[src/common/psc_pkg.sv]
// shared constants and types for the pump supply command interpreter
// -----------------------------------------------------------------------------
// -----------------------------------------------------------------------------
package psc_pkg;

  // -----------------------------------------------------------------------------
  // two-character codes, first char in [15:8]
  // -----------------------------------------------------------------------------
  localparam logic [15:0] MODE_QUERY_CMD        = 16'h4C53;
  localparam logic [15:0] ONLINE_REQUEST_CMD    = 16'h4C4E;
  localparam logic [15:0] OFFLINE_REQUEST_CMD   = 16'h4C46;
  localparam logic [15:0] START_CMD             = 16'h5254;
  localparam logic [15:0] STOP_CMD              = 16'h5250;
  localparam logic [15:0] RESET_CMD             = 16'h5252;
  localparam logic [15:0] MODE_LOCAL_ANS        = 16'h4C4C;
  localparam logic [15:0] MODE_REMOTE_ANS       = 16'h4C52;
  localparam logic [15:0] MODE_SERIAL_A_ANS     = 16'h4C43;
  localparam logic [15:0] MODE_SERIAL_B_ANS     = 16'h4C44;
  localparam logic [15:0] ACCEL_STARTED_ANS     = 16'h5241;
  localparam logic [15:0] DECEL_STARTED_ANS     = 16'h5242;
  localparam logic [15:0] BUZZER_OFF_ANS        = 16'h525A;
  localparam logic [15:0] FAILURE_CLEARED_ANS   = 16'h5243;
  localparam logic [15:0] FAILURE_PERSISTS_ANS  = 16'h5246;
  localparam logic [15:0] OPERATION_INVALID_ANS = 16'h5256;
  localparam logic [15:0] NO_SUB                = 16'h0000;

  // port selector values
  localparam logic        PORT_A = 1'b0;
  localparam logic        PORT_B = 1'b1;

  // -----------------------------------------------------------------------------
  // types
  // -----------------------------------------------------------------------------
  typedef enum logic [1:0] {
    PSC_LOCAL    = 2'b00,
    PSC_REMOTE   = 2'b01,
    PSC_SERIAL_A = 2'b11,
    PSC_SERIAL_B = 2'b10
  } psc_mode_t;

  typedef enum logic [1:0] {
    PSC_STOPPED = 2'b00,
    PSC_ACCEL   = 2'b01,
    PSC_NORMAL  = 2'b11,
    PSC_DECEL   = 2'b10
  } psc_run_t;

endpackage : psc_pkg

[src/rtl/psc_cmd_core.sv]
// top of the command interpreter: run state, alarm handling and answers
module psc_cmd_core (
  input  wire logic        mclk,
  input  wire logic        rst,
  input  wire logic        ce,
  input  wire logic        remote_sel,
  input  wire logic        cmd_valid,
  input  wire logic [15:0] cmd_code,
  input  wire logic        cmd_port,
  input  wire logic        btn_start,
  input  wire logic        btn_stop,
  input  wire logic        btn_reset,
  input  wire logic        fault_present,
  input  wire logic [15:0] fault_code,
  input  wire logic        speed_reached,
  input  wire logic        speed_zero,
  output logic             ans_valid,
  output logic [15:0]      ans_code,
  output logic [15:0]      ans_sub,
  output logic             ans_port,
  output logic             accel_cmd,
  output logic             decel_cmd,
  output logic             buzzer_on,
  output logic             alarm_latched,
  output logic [1:0]       mode_out
);

  // -----------------------------------------------------------------------------
  // operation mode
  // -----------------------------------------------------------------------------
  psc_pkg::psc_mode_t mode;

  psc_mode_fsm u_mode (
    .mclk       (mclk),
    .rst        (rst),
    .ce         (ce),
    .remote_sel (remote_sel),
    .cmd_valid  (cmd_valid),
    .cmd_code   (cmd_code),
    .cmd_port   (cmd_port),
    .mode       (mode)
  );

  function automatic logic [15:0] mode_answer(input psc_pkg::psc_mode_t m);
    case (m)
      psc_pkg::PSC_LOCAL:    mode_answer = psc_pkg::MODE_LOCAL_ANS;
      psc_pkg::PSC_REMOTE:   mode_answer = psc_pkg::MODE_REMOTE_ANS;
      psc_pkg::PSC_SERIAL_A: mode_answer = psc_pkg::MODE_SERIAL_A_ANS;
      default:               mode_answer = psc_pkg::MODE_SERIAL_B_ANS;
    endcase
  endfunction : mode_answer

  // -----------------------------------------------------------------------------
  // state registers
  // -----------------------------------------------------------------------------
  psc_pkg::psc_run_t run_reg;
  psc_pkg::psc_run_t run_next;
  logic              buzz_reg;
  logic              buzz_next;
  logic              alarm_reg;
  logic              alarm_next;
  logic              accel_reg;
  logic              accel_next;
  logic              decel_reg;
  logic              decel_next;
  logic              ans_valid_reg;
  logic              ans_valid_next;
  logic [15:0]       ans_code_reg;
  logic [15:0]       ans_code_next;
  logic [15:0]       ans_sub_reg;
  logic [15:0]       ans_sub_next;
  logic              ans_port_reg;
  logic              ans_port_next;
  logic              mode_cmd;
  logic              op_cmd;
  logic              port_ok;
  logic              do_start;
  logic              do_stop;
  logic              do_reset;

  // a serial operation command is honoured only from the port owning the mode
  always_comb begin
    mode_cmd = cmd_valid && (cmd_code == psc_pkg::MODE_QUERY_CMD
                          || cmd_code == psc_pkg::ONLINE_REQUEST_CMD
                          || cmd_code == psc_pkg::OFFLINE_REQUEST_CMD);
    op_cmd   = cmd_valid && (cmd_code == psc_pkg::START_CMD
                          || cmd_code == psc_pkg::STOP_CMD
                          || cmd_code == psc_pkg::RESET_CMD);
    port_ok  = (mode == psc_pkg::PSC_SERIAL_A && cmd_port == psc_pkg::PORT_A)
            || (mode == psc_pkg::PSC_SERIAL_B && cmd_port == psc_pkg::PORT_B);
    // panel buttons act only in local mode, so they never race serial answers
    do_start = (op_cmd && port_ok && cmd_code == psc_pkg::START_CMD)
            || (mode == psc_pkg::PSC_LOCAL && btn_start);
    do_stop  = (op_cmd && port_ok && cmd_code == psc_pkg::STOP_CMD)
            || (mode == psc_pkg::PSC_LOCAL && btn_stop);
    do_reset = (op_cmd && port_ok && cmd_code == psc_pkg::RESET_CMD)
            || (mode == psc_pkg::PSC_LOCAL && btn_reset);
  end

  // -----------------------------------------------------------------------------
  // run, alarm and answer next-state
  // -----------------------------------------------------------------------------
  always_comb begin
    run_next       = run_reg;
    buzz_next      = buzz_reg;
    alarm_next     = alarm_reg;
    ans_valid_next = 1'b0;
    ans_code_next  = ans_code_reg;
    ans_sub_next   = ans_sub_reg;
    ans_port_next  = ans_port_reg;

    // run progression from the motor's own status
    if (run_reg == psc_pkg::PSC_ACCEL && speed_reached) begin
      run_next = psc_pkg::PSC_NORMAL;
    end else if (run_reg == psc_pkg::PSC_DECEL && speed_zero) begin
      run_next = psc_pkg::PSC_STOPPED;
    end

    // a new fault latches the alarm and sounds the buzzer
    if (fault_present && !alarm_reg) begin
      alarm_next = 1'b1;
      buzz_next  = 1'b1;
      run_next   = psc_pkg::PSC_DECEL;
    end

    if (mode_cmd) begin
      ans_valid_next = 1'b1;
      ans_port_next  = cmd_port;
      ans_sub_next   = psc_pkg::NO_SUB;
      // answer reflects the mode as it stands after the request, unless remote_sel changes in the same cycle
      if (cmd_code == psc_pkg::MODE_QUERY_CMD) begin
        ans_code_next = mode_answer(mode);
      end else if (cmd_code == psc_pkg::ONLINE_REQUEST_CMD && mode == psc_pkg::PSC_REMOTE) begin
        ans_code_next = (cmd_port == psc_pkg::PORT_B) ? psc_pkg::MODE_SERIAL_B_ANS
                                                      : psc_pkg::MODE_SERIAL_A_ANS;
      end else if (cmd_code == psc_pkg::OFFLINE_REQUEST_CMD
                   && (mode == psc_pkg::PSC_SERIAL_A || mode == psc_pkg::PSC_SERIAL_B)) begin
        ans_code_next = psc_pkg::MODE_REMOTE_ANS;
      end else begin
        ans_code_next = mode_answer(mode);
      end
    end else if (op_cmd && !port_ok) begin
      ans_valid_next = 1'b1;
      ans_port_next  = cmd_port;
      ans_sub_next   = psc_pkg::NO_SUB;
      ans_code_next  = psc_pkg::OPERATION_INVALID_ANS;
    end else if (op_cmd) begin
      ans_valid_next = 1'b1;
      ans_port_next  = cmd_port;
      ans_sub_next   = psc_pkg::NO_SUB;
      ans_code_next  = psc_pkg::OPERATION_INVALID_ANS;
    end
    // cmd_valid with any other code falls through untouched

    // panel presses carry no answer: only a serial command (port_ok) may touch it
    if (do_start) begin
      // a fault arriving in the same cycle wins over the start
      if ((run_reg == psc_pkg::PSC_STOPPED || run_reg == psc_pkg::PSC_DECEL) && !alarm_reg
          && !fault_present) begin
        run_next = psc_pkg::PSC_ACCEL;
        if (port_ok) begin
          ans_code_next = psc_pkg::ACCEL_STARTED_ANS;
        end
      end
    end else if (do_stop) begin
      if (run_reg == psc_pkg::PSC_ACCEL || run_reg == psc_pkg::PSC_NORMAL) begin
        run_next = psc_pkg::PSC_DECEL;
        if (port_ok) begin
          ans_code_next = psc_pkg::DECEL_STARTED_ANS;
        end
      end
    end else if (do_reset && alarm_reg) begin
      // reset without a latched alarm keeps the invalid answer
      if (buzz_reg) begin
        buzz_next = 1'b0;
        if (port_ok) begin
          ans_code_next = psc_pkg::BUZZER_OFF_ANS;
        end
      end else if (!fault_present) begin
        alarm_next = 1'b0;
        if (port_ok) begin
          ans_code_next = psc_pkg::FAILURE_CLEARED_ANS;
        end
      end else begin
        // cause still there: alarm stays latched, buzzer comes back
        buzz_next = 1'b1;
        if (port_ok) begin
          ans_code_next = psc_pkg::FAILURE_PERSISTS_ANS;
          ans_sub_next  = fault_code;
        end
      end
    end

    accel_next = (run_next == psc_pkg::PSC_ACCEL);
    decel_next = (run_next == psc_pkg::PSC_DECEL);
  end

  always_ff @(posedge mclk or posedge rst) begin
    if (rst) begin
      run_reg       <= psc_pkg::PSC_STOPPED;
      buzz_reg      <= 1'b0;
      alarm_reg     <= 1'b0;
      accel_reg     <= 1'b0;
      decel_reg     <= 1'b0;
      ans_valid_reg <= 1'b0;
      ans_code_reg  <= 16'h0000;
      ans_sub_reg   <= 16'h0000;
      ans_port_reg  <= 1'b0;
    end else if (ce) begin
      run_reg       <= run_next;
      buzz_reg      <= buzz_next;
      alarm_reg     <= alarm_next;
      accel_reg     <= accel_next;
      decel_reg     <= decel_next;
      ans_valid_reg <= ans_valid_next;
      ans_code_reg  <= ans_code_next;
      ans_sub_reg   <= ans_sub_next;
      ans_port_reg  <= ans_port_next;
    end
  end

  // -----------------------------------------------------------------------------
  // outputs, all registered
  // -----------------------------------------------------------------------------
  always_comb begin
    ans_valid     = ans_valid_reg;
    ans_code      = ans_code_reg;
    ans_sub       = ans_sub_reg;
    ans_port      = ans_port_reg;
    accel_cmd     = accel_reg;
    decel_cmd     = decel_reg;
    buzzer_on     = buzz_reg;
    alarm_latched = alarm_reg;
    mode_out      = mode;
  end

  // -----------------------------------------------------------------------------
  // checks
  // -----------------------------------------------------------------------------
  one_answer_a : assert property (@(posedge mclk) disable iff (rst)
    (ce && (mode_cmd || op_cmd)) |=> ans_valid_reg)
    else $error("command without answer");

  unknown_silent_a : assert property (@(posedge mclk) disable iff (rst)
    (ce && !mode_cmd && !op_cmd) |=> !ans_valid_reg)
    else $error("answer without command");

  wrong_port_a : assert property (@(posedge mclk) disable iff (rst)
    (ce && op_cmd && !port_ok && mode != psc_pkg::PSC_LOCAL && !fault_present
     && !speed_reached && !speed_zero)
    |=> ans_code_reg == psc_pkg::OPERATION_INVALID_ANS && $stable(run_reg))
    else $error("wrong-port command not refused");

  start_accel_a : assert property (@(posedge mclk) disable iff (rst)
    (ce && op_cmd && port_ok && cmd_code == psc_pkg::START_CMD && run_reg == psc_pkg::PSC_STOPPED
     && !alarm_reg && !fault_present)
    |=> accel_cmd && ans_code_reg == psc_pkg::ACCEL_STARTED_ANS)
    else $error("start did not accelerate");

  start_busy_a : assert property (@(posedge mclk) disable iff (rst)
    (ce && op_cmd && port_ok && cmd_code == psc_pkg::START_CMD && run_reg == psc_pkg::PSC_ACCEL)
    |=> ans_code_reg == psc_pkg::OPERATION_INVALID_ANS)
    else $error("start during acceleration accepted");

  stop_decel_a : assert property (@(posedge mclk) disable iff (rst)
    (ce && op_cmd && port_ok && cmd_code == psc_pkg::STOP_CMD && run_reg == psc_pkg::PSC_NORMAL)
    |=> decel_cmd && ans_code_reg == psc_pkg::DECEL_STARTED_ANS)
    else $error("stop did not decelerate");

  buzzer_reset_a : assert property (@(posedge mclk) disable iff (rst)
    (ce && port_ok && do_reset && alarm_reg && buzz_reg)
    |=> !buzz_reg && alarm_reg && ans_code_reg == psc_pkg::BUZZER_OFF_ANS)
    else $error("buzzer reset wrong");

  alarm_clear_a : assert property (@(posedge mclk) disable iff (rst)
    (ce && do_reset && alarm_reg && !buzz_reg && !fault_present)
    |=> !alarm_reg)
    else $error("alarm not cleared");

  persist_code_a : assert property (@(posedge mclk) disable iff (rst)
    (ce && port_ok && do_reset && alarm_reg && !buzz_reg && fault_present)
    |=> buzz_reg && ans_sub_reg == $past(fault_code)
        && ans_code_reg == psc_pkg::FAILURE_PERSISTS_ANS)
    else $error("persisting failure answer wrong");

  normal_reset_a : assert property (@(posedge mclk) disable iff (rst)
    (ce && do_reset && !alarm_reg && !fault_present && !speed_reached && !speed_zero)
    |=> $stable(run_reg))
    else $error("reset disturbed normal run");

  query_mode_c : cover property (@(posedge mclk) disable iff (rst)
    ce && cmd_valid && cmd_code == psc_pkg::MODE_QUERY_CMD);
  online_c : cover property (@(posedge mclk) disable iff (rst)
    mode == psc_pkg::PSC_REMOTE ##1 mode == psc_pkg::PSC_SERIAL_B);
  start_c : cover property (@(posedge mclk) disable iff (rst)
    ans_valid_reg && ans_code_reg == psc_pkg::ACCEL_STARTED_ANS);
  persist_c : cover property (@(posedge mclk) disable iff (rst)
    ans_valid_reg && ans_code_reg == psc_pkg::FAILURE_PERSISTS_ANS);

endmodule : psc_cmd_core

[src/rtl/psc_mode_fsm.sv]
// operation mode machine: local, remote and the two serial modes
module psc_mode_fsm (
  input  wire logic              mclk,
  input  wire logic              rst,
  input  wire logic              ce,
  input  wire logic              remote_sel,
  input  wire logic              cmd_valid,
  input  wire logic [15:0]       cmd_code,
  input  wire logic              cmd_port,
  output psc_pkg::psc_mode_t     mode
);

  psc_pkg::psc_mode_t mode_reg;
  psc_pkg::psc_mode_t mode_next;
  logic               sel_reg;
  logic               sel_next;

  assign mode = mode_reg;

  always_comb begin
    mode_next = mode_reg;
    sel_next  = remote_sel;
    if (remote_sel != sel_reg) begin
      // selector wins over a command in the same cycle
      mode_next = remote_sel ? psc_pkg::PSC_REMOTE : psc_pkg::PSC_LOCAL;
    end else if (cmd_valid && cmd_code == psc_pkg::ONLINE_REQUEST_CMD) begin
      if (mode_reg == psc_pkg::PSC_REMOTE) begin
        mode_next = (cmd_port == psc_pkg::PORT_B) ? psc_pkg::PSC_SERIAL_B
                                                  : psc_pkg::PSC_SERIAL_A;
      end
    end else if (cmd_valid && cmd_code == psc_pkg::OFFLINE_REQUEST_CMD) begin
      if (mode_reg == psc_pkg::PSC_SERIAL_A || mode_reg == psc_pkg::PSC_SERIAL_B) begin
        mode_next = psc_pkg::PSC_REMOTE;
      end
    end
  end

  always_ff @(posedge mclk or posedge rst) begin
    if (rst) begin
      mode_reg <= psc_pkg::PSC_LOCAL;
      sel_reg  <= 1'b0;
    end else if (ce) begin
      mode_reg <= mode_next;
      sel_reg  <= sel_next;
    end
  end

  offline_remote_a : assert property (@(posedge mclk) disable iff (rst)
    (ce && sel_reg == remote_sel && cmd_valid && cmd_code == psc_pkg::OFFLINE_REQUEST_CMD
     && (mode_reg == psc_pkg::PSC_SERIAL_A || mode_reg == psc_pkg::PSC_SERIAL_B))
    |=> mode_reg == psc_pkg::PSC_REMOTE)
    else $error("offline did not return to remote");

  online_port_a : assert property (@(posedge mclk) disable iff (rst)
    (ce && sel_reg == remote_sel && cmd_valid && cmd_code == psc_pkg::ONLINE_REQUEST_CMD
     && mode_reg == psc_pkg::PSC_REMOTE && cmd_port == psc_pkg::PORT_B)
    |=> mode_reg == psc_pkg::PSC_SERIAL_B)
    else $error("online did not select requesting port");

  selector_mode_a : assert property (@(posedge mclk) disable iff (rst)
    (ce && remote_sel != sel_reg) |=> mode_reg == (sel_reg ? psc_pkg::PSC_REMOTE
                                                           : psc_pkg::PSC_LOCAL))
    else $error("selector change not followed");

endmodule : psc_mode_fsm

[config.mk]
export PLATFORM = sky130hd
export DESIGN_NAME = psc_cmd_core
export DESIGN_NICKNAME = d
export VERILOG_FILES = /design/src/common/psc_pkg.sv /design/src/rtl/psc_cmd_core.sv /design/src/rtl/psc_mode_fsm.sv
export SDC_FILE = /design/constraint.sdc
export NUM_CORES = 1
export LEC_CHECK = 0
export ABC_AREA = 1
export BUFFER_PORTS_ARGS = -buffer_cell sky130_fd_sc_hd__buf_2
export CORE_ASPECT_RATIO = 0.8
export CORE_UTILIZATION = 40
export DETAILED_ROUTE_END_ITERATION = 10
export GPL_TIMING_DRIVEN = 0
export SYNTH_ARGS = -nofsm -noshare
export SYNTH_HDL_FRONTEND = slang
export SYNTH_HIERARCHICAL = 1
export SYNTH_SLANG_ARGS = --single-unit
[constraint.sdc]
create_clock -name mclk -period 4.01 [get_ports mclk]
set_input_delay 0.2005 -clock mclk [delete_from_list [all_inputs] [get_ports mclk]]
set_output_delay 0.2005 -clock mclk [all_outputs]
set_load 0.03 [all_outputs]
; Word level (Yosys, flattened, before mapping)
; Cells that the tools add are included.
[op_classes]
addsub = 0
n_mul = 0
div_mod_pow = 0
n_lt_le_gt_ge = 0
eq_ne = 16
shift = 0
n_mux = 61
n_bitwise = 1
reduce_logical = 43
[op_table]
columns = cell, count
row1 = $mux 16, 24
row2 = $eq 16x15->1 const B, 6
row3 = $mux 2, 12
row4 = $logic_and 1x1->1, 22
row5 = $mux 1, 20
row6 = $mux 5, 3
row7 = $pmux 5 s3, 1
row8 = $logic_or 1x1->1, 11
row9 = $eq 2x2->1 const B, 5
row10 = $reduce_bool 3->1, 3
row11 = $eq 2x1->1 const B, 3
row12 = $logic_not 2->1, 2
row13 = $reduce_and 4->1, 1
row14 = $logic_not 1->1, 3
row15 = $mux 3, 1
row16 = $ne 3x2->1 const B, 1
row17 = $reduce_and 2->1, 1
row18 = $ne 1x1->1, 1
row19 = $not 1->1, 1
[word_totals]
ff_bits = 43
latchBits = 0
ram_bits = 0
mem_bits_ro = 0
inputBits = 44
elab_cells = 132
n_memories = 0

; Depth between registers and ports, before layout
[depth]
ltp_word = 13
ltp_mapped = 15
depth_no_buf = 15

; Hierarchy
; Netlist, hierarchy kept.
[by_module_without_submodules]
columns = module, n_inst, cells_per_inst, area_per_inst_um2, seq_area_each_um2
row1 = psc_cmd_core, 1, 337, 2497.4, 1001.0
row2 = psc_mode_fsm, 1, 57, 357.8, 75.1

; Worst setup path before layout
; Ideal clock, no wire load.
[synth_path]
kind = register -> register
from = register u_mode.mode_reg[1] (netlist: u_mode/mode[1])
to = register run_reg[1]
setup_time_ps = 141
arrival_time_ps = 1696
required_time_ps = 3869
slack_ps = 2174
stages_incl_launch_ff = 11
n_path_buf = 1
synth_period_minus_slack_ps = 1836
cell_sequence = dfrtp_1 -> inv_1 -> nor3_4 -> buf_4 -> nand4_1 -> nand2_2 -> inv_1 -> nor2_1 -> o21ai_1 -> nand2_1 -> o21ai_0
[synth_via]
elab_chain_cells = 8
elab_cells_between_ends = 15
cone_classes = eq/ne: 2 / mux: 2 / reduce/logical: 11
[synth_rtl]
columns = element, line_no
row1 = start: declaration, psc_mode_fsm.sv:13  ; psc_pkg::psc_mode_t mode_reg;
row2 = start signal: assignment, psc_mode_fsm.sv:40  ; mode_reg <= psc_pkg::PSC_LOCAL;
row3 = start signal: assignment, psc_mode_fsm.sv:43  ; mode_reg <= mode_next;
row4 = "$eq 2x2->1, on equally long branches", "psc_cmd_core.sv:89, psc_cmd_core.sv:90"
row5 = "$logic_and 1x1->1, on equally long branches", "psc_cmd_core.sv:89, psc_cmd_core.sv:90"
row6 = $logic_or 1x1->1, psc_cmd_core.sv:90  ; || (mode == psc_pkg::PSC_SERIAL_B && cmd_port == psc_pkg::PORT_B);
row7 = $logic_and 1x1->1, "psc_cmd_core.sv:92, psc_cmd_core.sv:94"
row8 = $logic_and 1x1->1, psc_cmd_core.sv:94  ; do_stop = (op_cmd && port_ok && cmd_code == psc_pkg::STOP_CMD)
row9 = $logic_or 1x1->1, psc_cmd_core.sv:95  ; || (mode == psc_pkg::PSC_LOCAL && btn_stop);
row10 = $mux 2, psc_cmd_core.sv:165  ; end else if (do_stop) begin
row11 = $mux 2 (*), psc_cmd_core.sv:156  ; if (do_start) begin
row12 = end signal: assignment, psc_cmd_core.sv:200  ; run_reg <= psc_pkg::PSC_STOPPED;
row13 = end signal: assignment, psc_cmd_core.sv:210  ; run_reg <= run_next;
row14 = end: declaration, psc_cmd_core.sv:56  ; psc_pkg::psc_run_t run_reg;
; Mark *: on every way between the ends. The rest lies on a longest branch, timed or not.
; A chain may end at the register's enable or synchronous reset.

; Worst setup path in the final report
; Same ends and word-level chain as after synthesis.

==> metrics.txt <==
synthesized area=2855 sq um; Post-Syn Nets=438; TritonRoute pass-1 iters=7; fmax=539.3 MHz; Min Hold Slack=0.1227 ns; Setup Fix Bufs, Post-CTS=0; initial antenna violation count=0; ANT nets after route=0; top cells by area, synth=dfrtp_1 (38%), nand2_1 (16%), inv_1 (6.4%); Max IR drop VDD=0.1991 mV; die footprint=7482 sq um; Row Count=27; design area=3495 sq um; vias per cell=4.725; Switch Pwr=0.0003497 W; Worst EP required=4.16 ns; cells after synthesis=394; top cell type's share of synthesized area=0.3769; initial drt markers=110; setup TNS=0 ns; PD cells=290.2 nW/um^2; RR Startpoint=u_mode/mode[1]$_DFFE_PP0P_; filler cell count=729; initial core utilization=0.4143; Placed Area=3400 sq um; CTS max path bufs=2; synthesis-to-layout area growth=22.39%; worst r2r dst=run_reg[1]$_DFFE_PP0P_; worst min path class=input pin to register; skew final=0.002399 ns; grt ovf=0; WS Path Type=register to register; slew margin rel.=0.5236; die extent in y=77.57 um; CTS Sinks=43; layout cell share with drive strength beyond 1=0.3018; RSZ-0062 raised after global routing=no; Post-Syn Area per Cell=7.247 sq um; Leak Pwr=1.988 nW; pin count of the biggest net entering global routing=41; Seq cells post-synth=43; Synth async-reset ratio=1.000; Reg2Reg Setup Slack=2.16 ns; Yosys top cell by area=dfrtp_1; Routed WL per cell=12.21 um; Ys Warns=6; final hold violation count=0; CP arrival=2.01 ns; sequential area share after synthesis=0.3769; first-pass GRT wire length=11.91 mm; Clock Root Buffer=clkbuf_8; final worst setup slack=2.156 ns; CP Max Fanout=10; Critical-path top delay cell=dfrtp_1; Main synth FF type=dfrtp_1; Post-layout nets=530; Worst Tran Pin Value=0.7146 ns; CP most frequent cell=inv_1; Die Span X=96.46 um; synth cell count leaders=nand2_1 (125), inv_1 (49), dfrtp_1 (43), nor2_1 (43), nand3_1 (21); post-synth cell types=40; Post-synth EDFFs=0; Final Total Pwr=0.001014 W; FF+latch area=1076 sq um; H-tree levels=2; Slew Limit Fails=0; vias in the first global route=2592; worst setup path end=run_reg[1]$_DFFE_PP0P_; Clock Pin Slew Worst Setup and Hold Paths=0.08 ns; Max stage delay on crit path=0.46 ns; Clk Latency, worst-skew pair=0.29 ns; internal power=0.0006643 W; crit path cell chain=inv_1, nor3_4, buf_4, nand4_1, nand2_2, inv_1, nor2_1, o21ai_1, nand2_1, o21ai_0; via count=2712; Routed WL=7.011 mm; Comb power frac=0.254; n_diodes=0; cell with the most instances after synthesis=nand2_1; critical path startpoint=u_mode/mode[1]$_DFFE_PP0P_; Max-cap violations=0; core footprint=6892 sq um; Tcrit/Tclk final=0.4624; Port-buffer cells=83; CTS tree=built; final setup fails=0; post-place setup slack=2.155 ns; sequential power share=0.477; final RePlAce weighted congestion=0.8383; io pins=84; hpwl dp=5.394 mm; Net Sw Frac=0.3449; outcome=completed; Clk pwr share=0.269; Num CTS Buffers=5; Critical Path End Type=register; Final min period=1.854 ns; Residual DRC=0; startpoint types=register; Multi-input gate area=1498 sq um; GRT Total Usage=0.2011; R2R cell count=10
[metrics by stage]
stage,util,std cells
after floorplan,-,394
after global placement,0.4904,564
after detailed placement,0.4933,565
after CTS,0.5071,574
after global routing,0.5071,574
final,0.5071,574
[cell families after synthesis]
kind of cell,after synthesis,synth area share
and+or+nand+nor,233,0.3861
AOI/OAI and AO/OA,50,0.1293
muxes,1,0.003506
DFF,43,0.3769
buffers and inverters,66,0.09859
xor gates and xnor gates,1,0.005698
[per-layer routing]
layer  GRT usage  vias to the layer above  part of all wire  wire length (um)
met5           0                        -                 0                 0
met4     0.02353                        0                 0                 0
met3     0.04216                        0             0.042               297
met2      0.3190                       51              0.44              3083
met1      0.2885                     1231              0.52              3630
li1            -                     1430                 -                 -
[repair_timing]
action	4_1_cts	5_1_grt
hold endpoints to repair	43	0
resized for setup	0	0
hold buffers	1	0
[area by class of cell]
cell class	instances	share of cell area
plain buffers	11	0.02077
multi-input cells	285	0.4286
clock inverters	2	0.003580
repair buffers	85	0.1275
well taps	87	0.03115
inverters	55	0.05979
flip-flops and latches	43	0.3079
clock buffers	6	0.02077
[power groups by stage]
stage	Sequential [W]	Clock [W]	Combinational, W
finish	0.000484	0.000273	0.000257
global route	0.000488	0.000301	0.000285
CTS	0.000484	0.000284	0.000259
detailed placement	0.000492	0	0.000258
global placement	0.000492	0	0.000254
floorplan	0.000528	0	0.000132
[worst min-delay path by stage]
stage | from | endpoint | slack [ns] | cells after the start
after global routing | fault_code[15] | ans_sub[15]$_DFFE_PP0P_ | 0.11 | 3
after global placement | rst | u_mode/sel_reg$_DFFE_PP0P_ | 0.08 | 2
final | fault_code[15] | ans_sub[15]$_DFFE_PP0P_ | 0.12 | 3
after detailed placement | rst | u_mode/mode[0]$_DFFE_PP0P_ | 0.1 | 2
after floorplan | rst | u_mode/mode[0]$_DFFE_PP0P_ | -0.05 | 1
after CTS | fault_code[15] | ans_sub[15]$_DFFE_PP0P_ | 0.12 | 3
[worst max-delay path, delay by kind of cell, from the launching register on]
kind,cells,cell delay (ns)
DFF,1,0.46
and+or+nand+nor,5,0.65
AOI/OAI and AO/OA,2,0.19
buffers and inverters,3,0.41
[cells in the final DEF, fill, tap and decap left out, types with 3 or more instances in the layout]
cell type and n:
nand2_1 125, buf_2 84, inv_1 48, nor2_1 43, dfrtp_1 43, nand3_1 21, o21ai_0 15, o211ai_2 11
nand4_1 9, o21ai_1 8, nor2_2 7, a21oi_1 7, clkbuf_1 5, clkbuf_8 5, nor2_4 4, inv_2 4
nand3_2 4, nand2_2 4, buf_6 3, nor3_1 3, or2_2 3
Note: power is estimated with default switching activity, not from simulation.
